### config.mk
export PLATFORM = sky130hd
export DESIGN_NAME = relay_driver_power_mode_reset
export DESIGN_NICKNAME = d
export VERILOG_FILES = /design/src/pwr_seq_pkg.sv /design/src/uv_sync.sv /design/src/relay_driver_power_mode_reset.sv
export SDC_FILE = /design/constraint.sdc
export NUM_CORES = 1
export LEC_CHECK = 0
export ABC_AREA = 1
export BUFFER_PORTS_ARGS = -buffer_cell sky130_fd_sc_hd__buf_4
export CELL_PAD_IN_SITES_DETAIL_PLACEMENT = 0
export CELL_PAD_IN_SITES_GLOBAL_PLACEMENT = 1
export CORE_MARGIN = 3
export CORE_UTILIZATION = 32
export CTS_CLUSTER_SIZE = 40
export DETAILED_ROUTE_END_ITERATION = 16
export PLACE_DENSITY = 0.75
export SETUP_SLACK_MARGIN = 0.15
export SYNTH_ARGS = -nofsm -noshare
export SYNTH_HDL_FRONTEND = slang
export SYNTH_SLANG_ARGS = --single-unit
export TNS_END_PERCENT = 30
### constraint.sdc
create_clock -name clk -period 6.3 [get_ports clk]
set_input_delay 0.63 -clock clk [delete_from_list [all_inputs] [get_ports clk]]
set_output_delay 0.63 -clock clk [all_outputs]
set_load 0.03 [all_outputs]
### src/pwr_seq_pkg.sv
// Purpose: Shared constants for the relay driver power-mode and reset sequencer.
// Assumes: Core clock of 200 MHz.
// Notes: Times are given in their own unit; cycle counts derive from them.
package pwr_seq_pkg;
   // ----------------------------------------
   // Clock and timing
   // ----------------------------------------
   localparam int CLK_MHZ = 200;
   localparam int WAKEUP_SETTLE_TIME_US = 200;
   localparam int WAKEUP_SETTLE_CYCLES = WAKEUP_SETTLE_TIME_US * CLK_MHZ;
   localparam int UV_RESET_DELAY_US = 1;
   localparam int UV_RESET_DELAY_CYCLES = UV_RESET_DELAY_US * CLK_MHZ;
   localparam int SETTLE_W = 16;
   // ----------------------------------------
   // Widths and reset values
   // ----------------------------------------
   localparam int CHANNELS = 8;
   localparam int BANK_W = 32;
   localparam int DIAG_W = 16;
   localparam logic [31:0] BANK_DEFAULT = 32'h00000000;
   localparam logic [15:0] DIAG_DEFAULT = 16'h0000;
   localparam logic [7:0] CHAN_OFF = 8'h00;
   typedef enum logic [1:0] {MODE_SLEEP, MODE_SETTLE, MODE_ON} mode_t;
endpackage

### src/uv_sync.sv
// Purpose: Two-stage synchroniser for one supply monitor level.
// Assumes: Input is asynchronous to clk.
// Notes: The first stage is read only by the second.
`timescale 1ns/10ps
module uv_sync (
   // Clock and reset
   input wire logic clk,
   input wire logic rst_n,
   // Level in and out
   input wire logic level_in,
   output logic level_out
);
   logic meta;

   // Resets to the unsafe value so the supply counts as low until seen good.
   always_ff @(posedge clk or negedge rst_n) begin
      if (!rst_n) begin
         meta <= 1'b1;
         level_out <= 1'b1;
      end else begin
         meta <= level_in;
         level_out <= meta;
      end
   end
endmodule

### src/relay_driver_power_mode_reset.sv
// Purpose: Power-mode and reset sequencer of an eight-channel SPI relay driver.
// Assumes: Command bits are single-cycle pulses from the frame decoder.
// Notes: Undervoltage inputs are synchronised here; all outputs are registered.
`timescale 1ns/10ps
module relay_driver_power_mode_reset (
   // Clock and reset
   input wire logic clk,
   input wire logic rst_b,
   // Supply monitors, high while the supply is below its threshold
   input wire logic logic_uv,
   input wire logic battery_uv,
   // Command bits from a decoded frame
   input wire logic frame_valid,
   input wire logic wake_command_bit,
   input wire logic standby_command_bit,
   input wire logic reset_command_bit,
   input wire logic frame_fault_clear,
   // Register bank write from a decoded frame
   input wire logic bank_write,
   input wire logic [31:0] bank_wdata,
   input wire logic diag_write,
   input wire logic [15:0] diag_wdata,
   input wire logic [7:0] channel_request,
   // Shift-register path
   input wire logic shift_in,
   output logic shift_out,
   output logic spi_active,
   // Status and state
   output logic awake_status,
   output logic settling,
   output logic frame_fault_flag,
   output logic uv_reset,
   output logic frame_accept,
   output logic diag_frame_fault,
   // Register banks and channels
   output logic [31:0] bank_data,
   output logic [15:0] diag_data,
   output logic [7:0] channel_on,
   output logic switches_enable
);
   // ----------------------------------------
   // Timing overview
   // ----------------------------------------
   // Internal reset lifts two edges after rst_b rises. The monitor synchronisers then
   // need two more edges and the reset flop one, so the block leaves undervoltage reset
   // about five edges after rst_b if both supplies are good.
   // A wake frame starts a settle interval of WAKEUP_SETTLE_CYCLES edges. Every frame
   // offered meanwhile is dropped, reset commands included; an undervoltage reset still
   // acts at once. This keeps one clean count with no queued command behind it.
   // Mode status flops load from the next-mode term so they move together with the
   // mode register and never show a stale state for a cycle.

   // ----------------------------------------
   // Reset release and monitor synchronisers
   // ----------------------------------------
   logic rst_meta;
   logic rst_n;
   logic logic_uv_s;
   logic battery_uv_s;
   localparam int SETTLE_W_L = pwr_seq_pkg::SETTLE_W;
   // The load is one less than the interval because a count of zero is the last cycle.
   localparam logic [15:0] SETTLE_LOAD = 16'(pwr_seq_pkg::WAKEUP_SETTLE_CYCLES - 1);
   logic any_reset;
   logic [SETTLE_W_L-1:0] settle_cnt;
   pwr_seq_pkg::mode_t mode;
   pwr_seq_pkg::mode_t next_mode;
   logic cmd_ok;
   // Derived control terms, named so each clear condition is written once.
   logic enter_settle;
   logic on_next;
   logic sleep_next;
   logic bank_clear;
   logic diag_clear;
   logic chan_force_off;
   logic switch_ok;

   // Reset is asserted at once but released through two flops.
   always_ff @(posedge clk or negedge rst_b) begin
      if (!rst_b) begin
         rst_meta <= 1'b0;
         rst_n <= 1'b0;
      end else begin
         rst_meta <= 1'b1;
         rst_n <= rst_meta;
      end
   end

   // Two flops plus one output flop give 3 cycles, far inside the 200-cycle limit.
   // Both monitors reset to the low-supply value, so a supply only counts as good
   // once it has been seen good through both stages.
   uv_sync u_sync_logic (
      .clk(clk),
      .rst_n(rst_n),
      .level_in(logic_uv),
      .level_out(logic_uv_s)
   );
   uv_sync u_sync_batt (
      .clk(clk),
      .rst_n(rst_n),
      .level_in(battery_uv),
      .level_out(battery_uv_s)
   );

   // Undervoltage reset is held while either supply is low.
   always_ff @(posedge clk or negedge rst_n) begin
      if (!rst_n) begin
         uv_reset <= 1'b1;
      end else begin
         uv_reset <= logic_uv_s | battery_uv_s;
      end
   end

   // The undervoltage and command reset sources fold into one internal term; rst_b acts directly.
   assign any_reset = uv_reset | (cmd_ok & reset_command_bit);
   // Frames are dropped while settling and while the logic supply is absent.
   assign cmd_ok = frame_valid & (mode != pwr_seq_pkg::MODE_SETTLE) & ~logic_uv_s;

   // ----------------------------------------
   // Derived control terms
   // ----------------------------------------
   // The settle counter loads only on the edge that leaves sleep for settling.
   assign enter_settle = (mode != pwr_seq_pkg::MODE_SETTLE)
      & (next_mode == pwr_seq_pkg::MODE_SETTLE);
   // Outputs and clears look one edge ahead so they move with the mode register.
   assign on_next = (next_mode == pwr_seq_pkg::MODE_ON);
   assign sleep_next = (next_mode == pwr_seq_pkg::MODE_SLEEP);
   // Banks are wiped by any reset, by a missing battery and throughout sleep.
   assign bank_clear = any_reset | battery_uv_s | sleep_next;
   // Diagnosis registers survive a standby but not a reset or a missing battery.
   assign diag_clear = any_reset | battery_uv_s;
   // Channels follow their requests only in operation mode with the battery up.
   assign chan_force_off = any_reset | battery_uv_s | ~on_next;
   // Switch enable is the inverse of that condition, registered on its own flop.
   assign switch_ok = ~battery_uv_s & ~any_reset & on_next;

   // ----------------------------------------
   // Power mode
   // ----------------------------------------
   // Standby is tested before wake so a frame carrying both stays asleep.
   always_comb begin
      next_mode = mode;
      case (mode)
         pwr_seq_pkg::MODE_SLEEP: begin
            if (cmd_ok && !standby_command_bit && wake_command_bit) begin
               next_mode = pwr_seq_pkg::MODE_SETTLE;
            end
         end
         pwr_seq_pkg::MODE_SETTLE: begin
            if (settle_cnt == '0) begin
               next_mode = pwr_seq_pkg::MODE_ON;
            end
         end
         pwr_seq_pkg::MODE_ON: begin
            if (cmd_ok && standby_command_bit) begin
               next_mode = pwr_seq_pkg::MODE_SLEEP;
            end
         end
         default: begin
            next_mode = pwr_seq_pkg::MODE_SLEEP;
         end
      endcase
      if (any_reset) begin
         next_mode = pwr_seq_pkg::MODE_SLEEP;
      end
   end

   // Mode register starts in sleep after power-up.
   always_ff @(posedge clk or negedge rst_n) begin
      if (!rst_n) begin
         mode <= pwr_seq_pkg::MODE_SLEEP;
      end else begin
         mode <= next_mode;
      end
   end

   // ----------------------------------------
   // Settle interval
   // ----------------------------------------
   // Settle counter loads on the wake transition and counts down to zero.
   // A reset during settling leaves the count running, but the mode is already back in
   // sleep, so the stale count is harmless and the next wake overwrites it.
   always_ff @(posedge clk or negedge rst_n) begin
      if (!rst_n) begin
         settle_cnt <= '0;
      end else if (enter_settle) begin
         settle_cnt <= SETTLE_LOAD;
      end else if (settle_cnt != '0) begin
         settle_cnt <= settle_cnt - 16'h0001;
      end
   end

   // ----------------------------------------
   // Status outputs
   // ----------------------------------------
   // Mode status outputs.
   // Frame accept is a one-cycle echo of the taken edge, so a host can see refusals.
   always_ff @(posedge clk or negedge rst_n) begin
      if (!rst_n) begin
         awake_status <= 1'b0;
         settling <= 1'b0;
         frame_accept <= 1'b0;
      end else begin
         awake_status <= on_next;
         settling <= (next_mode == pwr_seq_pkg::MODE_SETTLE);
         frame_accept <= cmd_ok;
      end
   end

   // ----------------------------------------
   // Frame fault flag
   // ----------------------------------------
   // A reset in the same cycle as a clear wins, so the event is never lost.
   // The flag is sticky: only an accepted clear frame lowers it, so a host that polls
   // late still learns that a reset happened in between.
   always_ff @(posedge clk or negedge rst_n) begin
      if (!rst_n) begin
         frame_fault_flag <= 1'b1;
      end else if (any_reset) begin
         frame_fault_flag <= 1'b1;
      end else if (cmd_ok && frame_fault_clear) begin
         frame_fault_flag <= 1'b0;
      end
   end

   // ----------------------------------------
   // Shift path and diagnostic frame
   // ----------------------------------------
   // Reads during undervoltage flag the diagnostic frame; logic loss stops SPI.
   always_ff @(posedge clk or negedge rst_n) begin
      if (!rst_n) begin
         diag_frame_fault <= 1'b1;
         spi_active <= 1'b0;
         shift_out <= 1'b0;
      end else begin
         diag_frame_fault <= uv_reset | frame_fault_flag | any_reset;
         spi_active <= ~logic_uv_s;
         shift_out <= logic_uv_s ? 1'b0 : shift_in;
      end
   end

   // ----------------------------------------
   // Register banks and channels
   // ----------------------------------------
   // Banks clear on reset, on sleep and without battery; writes need operation mode.
   always_ff @(posedge clk or negedge rst_n) begin
      if (!rst_n) begin
         bank_data <= pwr_seq_pkg::BANK_DEFAULT;
      end else if (bank_clear) begin
         bank_data <= pwr_seq_pkg::BANK_DEFAULT;
      end else if (cmd_ok && bank_write && mode == pwr_seq_pkg::MODE_ON) begin
         bank_data <= bank_wdata;
      end
   end

   // Diagnosis registers clear with any reset; they only run with battery present.
   always_ff @(posedge clk or negedge rst_n) begin
      if (!rst_n) begin
         diag_data <= pwr_seq_pkg::DIAG_DEFAULT;
      end else if (diag_clear) begin
         diag_data <= pwr_seq_pkg::DIAG_DEFAULT;
      end else if (diag_write && mode == pwr_seq_pkg::MODE_ON) begin
         diag_data <= diag_wdata;
      end
   end

   // ----------------------------------------
   // Channels and switch enable
   // ----------------------------------------
   // Each channel is gated per bit; battery loss and reset force every one off.
   genvar ch;
   generate
      for (ch = 0; ch < pwr_seq_pkg::CHANNELS; ch++) begin : g_chan
         always_ff @(posedge clk or negedge rst_n) begin
            if (!rst_n) begin
               channel_on[ch] <= pwr_seq_pkg::CHAN_OFF[ch];
            end else if (chan_force_off) begin
               channel_on[ch] <= pwr_seq_pkg::CHAN_OFF[ch];
            end else begin
               channel_on[ch] <= channel_request[ch];
            end
         end
      end
   endgenerate

   // Switch enable tracks the battery and operation mode.
   always_ff @(posedge clk or negedge rst_n) begin
      if (!rst_n) begin
         switches_enable <= 1'b0;
      end else begin
         switches_enable <= switch_ok;
      end
   end
endmodule

==> results.cfg, run 1 <==
[floorplanning]
pin_count = 133
design.die.area_sq_um = 15000
die_w_um = 122
rows = 41
fp.coreArea_sq_um = 12900
initial_core_util_pct = 33.5
die_h_um = 122

[cells_and_area]
multi_input_area_sq_um = 1540
instances_no_fill = 797
fin_area_sq_um = 5780
final_core_util_pct = 44.7
nets = 690
area_growth_pct = 33.4
layout-drive-gt1-share_pct = 34.4
final-seq-area_sq_um = 2240
insertedDiodeCount = 0
fillers = 1278

[run_status]
status = finished clean

[timing]
min_period_ns = 2.34
skew_ns = 0.0102
setup_viol = 0
tns_ns = 0
setup_ws_ns = 3.96
fmax_mhz = 427
rsz0062_at_grt = false
final_max_slew_viol_count = 0
holdWs_ns = 0.0559
hold_violations = 0
fin_crit_sh_pct = 37.2
slew_headroom_pct = 27.4
worst_pin_slew_ns = 1.09

[route]
via_count = 3384
wl_per_cell_um = 12.6
route.detailed.vias_per_inst = 4.25
postRouteWirelength_um = 10000
drc = 0
ant_nets = 0
drtPass1Iterations = 4
drt_iter0_markers = 166

[cts]
cts_hold_buffers = 0
cts_max_path_buffers = 2
clk_pin_slew_ns = 0.07
cts_tree = yes
clk_latency_ns = 0.35
clockRootBuffer = clkbuf_16
cts_max_level = 3
post_cts_buffers = 0
cts.repair.resized = 0
cts_made_buffers = 9
numClockSinks = 89

[yosys]
synthAdderAreaFrac_pct = 0.578
synth_xor_area_share_pct = 1.01
syn_area_sq_um = 4330
yosysUniqueCellTypes = 31
ys_ff_latch = 89
synth-compound-area-share_pct = 5.61
syn_inst = 492
ys_dominant_reg_cell = dfrtp_1
async_flop_share_pct = 100
ys_seq_area_share_pct = 51.6
yosysWarnings = 0
synth_mux_area_share_pct = 0
synth_simple_gate_area_share_pct = 28.2
synth_edf_count = 0
avgSynthCellArea_sq_um = 8.80
synth_top_family_by_area = simple AND/OR/NAND/NOR gates
syn_nets = 562

[global_routing]
track_usage_pct = 13.9
antenna_found_initial = 0
grt_overflow = 0
grt_first_pass_wirelength_um = 16400
grt_pass1_vias = 3371
grt_max_degree = 68

[placement]
io_buffers = 132
place_congestion = 0.841
placed_area_sq_um = 5430
place_inst = 781
dp_hpwl_um = 7340
pre_cts_ws_ns = 3.65

[worst_setup_path]
critPathArrivalTime_ns = 2.62
cp_data_required_time_ns = 6.57
end_kind = register
r2r_end = bank_data[22]$_DFFE_PN0P_
r2r_cells = 7
crit_type = reg2reg
crit_path_max_fanout = 64
r2r_start = u_sync_logic.level_out$_DFF_PN1_
cp-start-kind = register
r2r_setup_slack_ns = 3.96

[power]
p_per_area_nw_per_um2 = 258
p_leak_nw = 3.00
total_power_mw = 1.49
vdd_ir_drop_max_v = 0.000155

[flow_run]
max_cap_violations = 0

[worst_hold_path]
min_path_type = in2async
[logic make-up (layout without fill, tap and decap cells)]
kind of cell	count (synthesis)	after routing
buffers and inverters	132	265
DFF	89	89
AOI/OAI and AO/OA	45	45
and+or+nand+nor	218	218
adders and majority gates	2	2
xor gates and xnor gates	5	5
other	1	1
[sequential cells by signal (all words and copies together) (netlist names)]
name                    flops
switches_enable             1
frame_accept                1
awake_status                1
diag_frame_fault            1
u_sync_batt.meta            1
shift_out                   1
u_sync_logic.meta           1
rst_meta                    1
u_sync_batt.level_out       1
diag_data                  16
frame_fault_flag            1
bank_data                  32
u_sync_logic.level_out      1
settle_cnt                 16
channel_on                  8
settling                    1
mode                        2
spi_active                  1
rst_n                       1
uv_reset                    1
[cell usage after synthesis (6+ instances only)]
cell	instances	area [sq um]
buf_2	6	30.0
dfrtp_1	82	2050
dfstp_2	7	184
inv_1	110	413
inv_2	6	22.5
nand2_1	78	293
nand2_2	7	43.8
nand3_1	48	240
nor2_1	34	128
nor2_4	32	360
o21ai_0	30	150
o21ai_1	8	40.0
[power breakdown]
part | switching (mW) | total, mW | internal, mW
logic | 0.128 | 0.214 | 0.0864
registers | 0.0345 | 0.646 | 0.611
clock network | 0.236 | 0.629 | 0.393
total | 0.398 | 1.49 | 1.09
[worst max-delay path, stage by stage, from the launching register on]
cell and delay, ns:
dfstp_2 0.37, inv_2 0.07, nand2_1 0.10, nor2_4 0.16, nand3_2 0.81, o21ai_0 0.51, inv_1 0.13, nor2_4 0.11
[worst max-delay path by stage]
stage                                                start                         to  slack (ns)  cells past startpoint
after detailed placement                       frame_valid   bank_data[9]$_DFFE_PN0P_        3.65                      7
after floorplan                            rst_n$_DFF_PN0_     awake_status$_DFF_PN0_        3.65                      0
after global routing      u_sync_logic.level_out$_DFF_PN1_  bank_data[21]$_DFFE_PN0P_        3.66                      7
final                     u_sync_logic.level_out$_DFF_PN1_  bank_data[22]$_DFFE_PN0P_        3.96                      7
after CTS                 u_sync_logic.level_out$_DFF_PN1_   bank_data[9]$_DFFE_PN0P_        3.91                      7
after global placement                         frame_valid  bank_data[12]$_DFFE_PN0P_        3.76                      7
[layout by cell type, fill, tap and decap left out]
cell,n
o21ai_0,30
clkbuf_16,9
inv_6,2
nand2_8,1
bufinv_16,3
o21ai_1,8
inv_1,110
nand3_2,2
conb_1,1
o211ai_1,5
xor2_1,4
nand3b_1,1
o21ai_2,1
inv_8,1
xnor2_1,1
dfrtp_4,1
inv_2,6
nor3_1,1
nand2_4,3
nor2_4,32
a31oi_1,1
buf_4,133
ha_1,2
nor2_2,6
dfrtp_1,81
nand2_1,78
dfstp_2,7
nand3_1,48
nand4_1,4
nand2_2,7
nor4_1,1
clkinv_2,1
nor2_1,33
or2_1,1
[layer usage]
| layer | wire, um | up-vias | part of all wire [%] | track usage (%) |
|---|---|---|---|---|
| met5 | 0 | - | 0 | 0 |
| met4 | 138 | 0 | 1.4 | 4.48 |
| met3 | 726 | 11 | 7.3 | 5.62 |
| met2 | 4870 | 88 | 49 | 21.8 |
| met1 | 4280 | 1555 | 43 | 17.5 |
| li1 | - | 1730 | - | - |
[layout make-up]
cell class                 count  share of cell area [%]
sequential                    89                    38.8
tap                          172                    3.73
inverter                     116                    7.54
multi-input combinational    271                    26.6
timing repair buffer         133                    17.3
clock buffer                   9                    3.90
clock inverter                 7                    2.14
Power figures use the tool's default switching activity.
==> inputs of run 2 (changes only) <==
ABC_AREA = 0   (was 1)
PLACE_DENSITY = 0.78   (was 0.75)
clock period = 1.9 ns   (was 6.3 ns; I/O delays follow)
==> run 2 against run 1 <==
The flow now finishes with violations (setup timing). Sequential cell count unchanged. Clock skew down 0.0022 ns. Hold slack better by 0.018 ns. Register-to-register slack worse by 4.0 ns. Global-route usage up 2.1 points. Critical endpoint is now settle_cnt[1]$_DFFE_PN0P_. Critical path depth down 3.
==> results.cfg, run 2 <==
[run_status]
status = finished with violations
violations = setup timing

[worst_setup_path]
critPathArrivalTime_ns = 2.19
end_kind = register
cp_data_required_time_ns = 2.13
crit_type = reg2reg
cp-start-kind = register
crit_path_max_fanout = 5

[cells_and_area]
multi_input_area_sq_um = 1560
layout_common_cells = buf_4 (178), nand2_1 (104), dfrtp_1 (81)
final-seq-area_sq_um = 2240
top_register = bank_data
largest_reg_flops = 32
instances_no_fill = 698
insertedDiodeCount = 0
nets = 623
area_growth_pct = 55.2
reg_top3 = bank_data (32), diag_data (16), settle_cnt (16)
fillers = 1014
final_common_cell = buf_4
layout-drive-gt1-share_pct = 44.8

[route]
route.detailed.vias_per_inst = 4.82
drc = 0
via_count = 3365
ant_nets = 0
wl_per_cell_um = 14.9
postRouteWirelength_um = 10400
drt_iter0_markers = 156
drtPass1Iterations = 4

[yosys]
synth_edf_count = 0
synth_common_cells = nand2_1 (104), dfrtp_1 (82), a21oi_1 (54), clkbuf_1 (15), nor2_1 (10)
yosysUniqueCellTypes = 48
async_flop_share_pct = 100
synthTopCellsByArea = dfrtp_1 (55%), nand2_1 (10%), a21oi_1 (7.2%)
ys_ff_latch = 89
ys_seq_area_share_pct = 59.7
synth_top_cell_by_area = dfrtp_1
post-synth-top-count-cell = nand2_1
syn_nets = 441
ys_dominant_reg_cell = dfrtp_1
syn_inst = 371
yosysTopAreaCellShare_pct = 54.8
yosysWarnings = 0
syn_area_sq_um = 3750
avgSynthCellArea_sq_um = 10.1

[power]
p_leak_nw = 2.64
total_power_mw = 5.29
vdd_ir_drop_max_v = 0.000508
p_per_area_nw_per_um2 = 909

[floorplanning]
fp.coreArea_sq_um = 11100
design.die.area_sq_um = 13000
rows = 38
initial_core_util_pct = 33.7
die_w_um = 114
pin_count = 133
die_h_um = 114

[global_routing]
grt_overflow = 0
antenna_found_initial = 0
grt_first_pass_wirelength_um = 16600
grt_use_met1_pct = 20.5
grt_max_degree = 56
grt_use_met3_pct = 4.02
grt_pass1_vias = 3381
grtUsageMet2_pct = 25.8
grt_busiest_layer = met2
track_usage_pct = 16.0

[placement]
place_inst = 669
io_buffers = 132
place_congestion = 0.800
dp_hpwl_um = 7430

[cts]
cts_max_level = 3
clockRootBuffer = clkbuf_16
clk_latency_ns = 0.34
clk_pin_slew_ns = 0.07
cts_made_buffers = 9
numClockSinks = 89
cts_tree = yes
cts_max_path_buffers = 2

[flow_run]
max_cap_violations = 0

[timing]
final_max_slew_viol_count = 0
min_period_ns = 1.96
holdWs_ns = 0.0743
skew_ns = 0.00798
setup_viol = 6
hold_violations = 0
fin_crit_sh_pct = 103
fmax_mhz = 509
rsz0062_at_grt = true
setup_ws_ns = -0.0631

[worst_hold_path]
min_path_type = in2reg
[run 2: cell types whose count changed after synthesis, sizes merged, moves of 6 or more]
cell / delta
buf: -6
a21oi: +54
nand2: +15
o21ai: -34
inv: -110
or3: +6
nor2: -61
clkbuf: +10
nor3b: +8
nand3: -46
or4: +6
[run 2: stage by stage]
step                      setup TNS, ns  setup slack (ns)  area, sq um  utilization, %
after CTS                        -0.280           -0.0691         5670            51.0
after global routing              -1.19            -0.126         5820            52.3
after floorplan                   -1.20            -0.192         3750               -
after global placement            -1.38            -0.200         5210            46.8
final                            -0.223           -0.0631         5820            52.3
after detailed placement          -2.83            -0.246         5210            46.8
[run 2: what timing repair did]
action,in CTS,in global routing
buffers inserted,3,6
hold endpoints to repair,4,0
gates cloned,1,0
hold buffers,3,0
setup endpoints to repair,43,65
resized for setup,18,23
pin swaps,11,11
[run 2: final cells by class]
class,count,share of cell area (%)
inverters,6,0.387
clock buffers,9,3.87
flip-flops and latches,89,38.5
clock inverters,7,1.76
well taps,140,3.01
repair buffers,191,25.7
multi-input cells,256,26.7
[run 2: per-layer routing]
layer	routed length (um)	vias up	part of all wire, %
met3	651	10	6.3
met5	0	-	0
met1	4440	1625	43
met4	165	0	1.6
li1	-	1628	-
met2	5140	102	49
[run 2: cell families after synthesis]
family / after synthesis / synth area share (%)
AO/OA/AOI/OAI: 73 / 11.4
XOR/XNOR: 1 / 0.234
adder cells (fa/ha/maj): 2 / 0.668
buffers and inverters: 26 / 3.07
flip-flops: 89 / 59.7
multiplexers: 5 / 1.34
other: 1 / 0.100
AND/OR/NAND/NOR: 174 / 23.5
[run 2: path summary, 6_finish.rpt]
path | end | slack [ns] | cells past startpoint | start
worst max-delay path | settle_cnt[1]$_DFFE_PN0P_ | -0.06 | 4 | settle_cnt[10]$_DFFE_PN0P_
worst min-delay path | shift_out$_DFF_PN0_ | 0.07 | 2 | shift_in
worst max register to register | settle_cnt[1]$_DFFE_PN0P_ | -0.06 | 4 | settle_cnt[10]$_DFFE_PN0P_
worst min register to register | spi_active$_DFF_PN0_ | 0.24 | 0 | rst_n$_DFF_PN0_
max in group asynchronous | diag_frame_fault$_DFF_PN1_ | 1.00 | 1 | rst_n$_DFF_PN0_
min in group asynchronous | rst_n$_DFF_PN0_ | 0.17 | 2 | rst_b
[run 2: critical path, stage by stage, from the launching register on]
cell	delay, ns
dfrtp_1	0.38
or4_4	0.59
or4_4	0.57
mux2i_1	0.13
or2_1	0.20
[run 2: power by group]
| part | switching [mW] | internal, mW |
|---|---|---|
| clock | 0.769 | 1.17 |
| sequential | 0.104 | 2.03 |
| combinational | 0.539 | 0.684 |
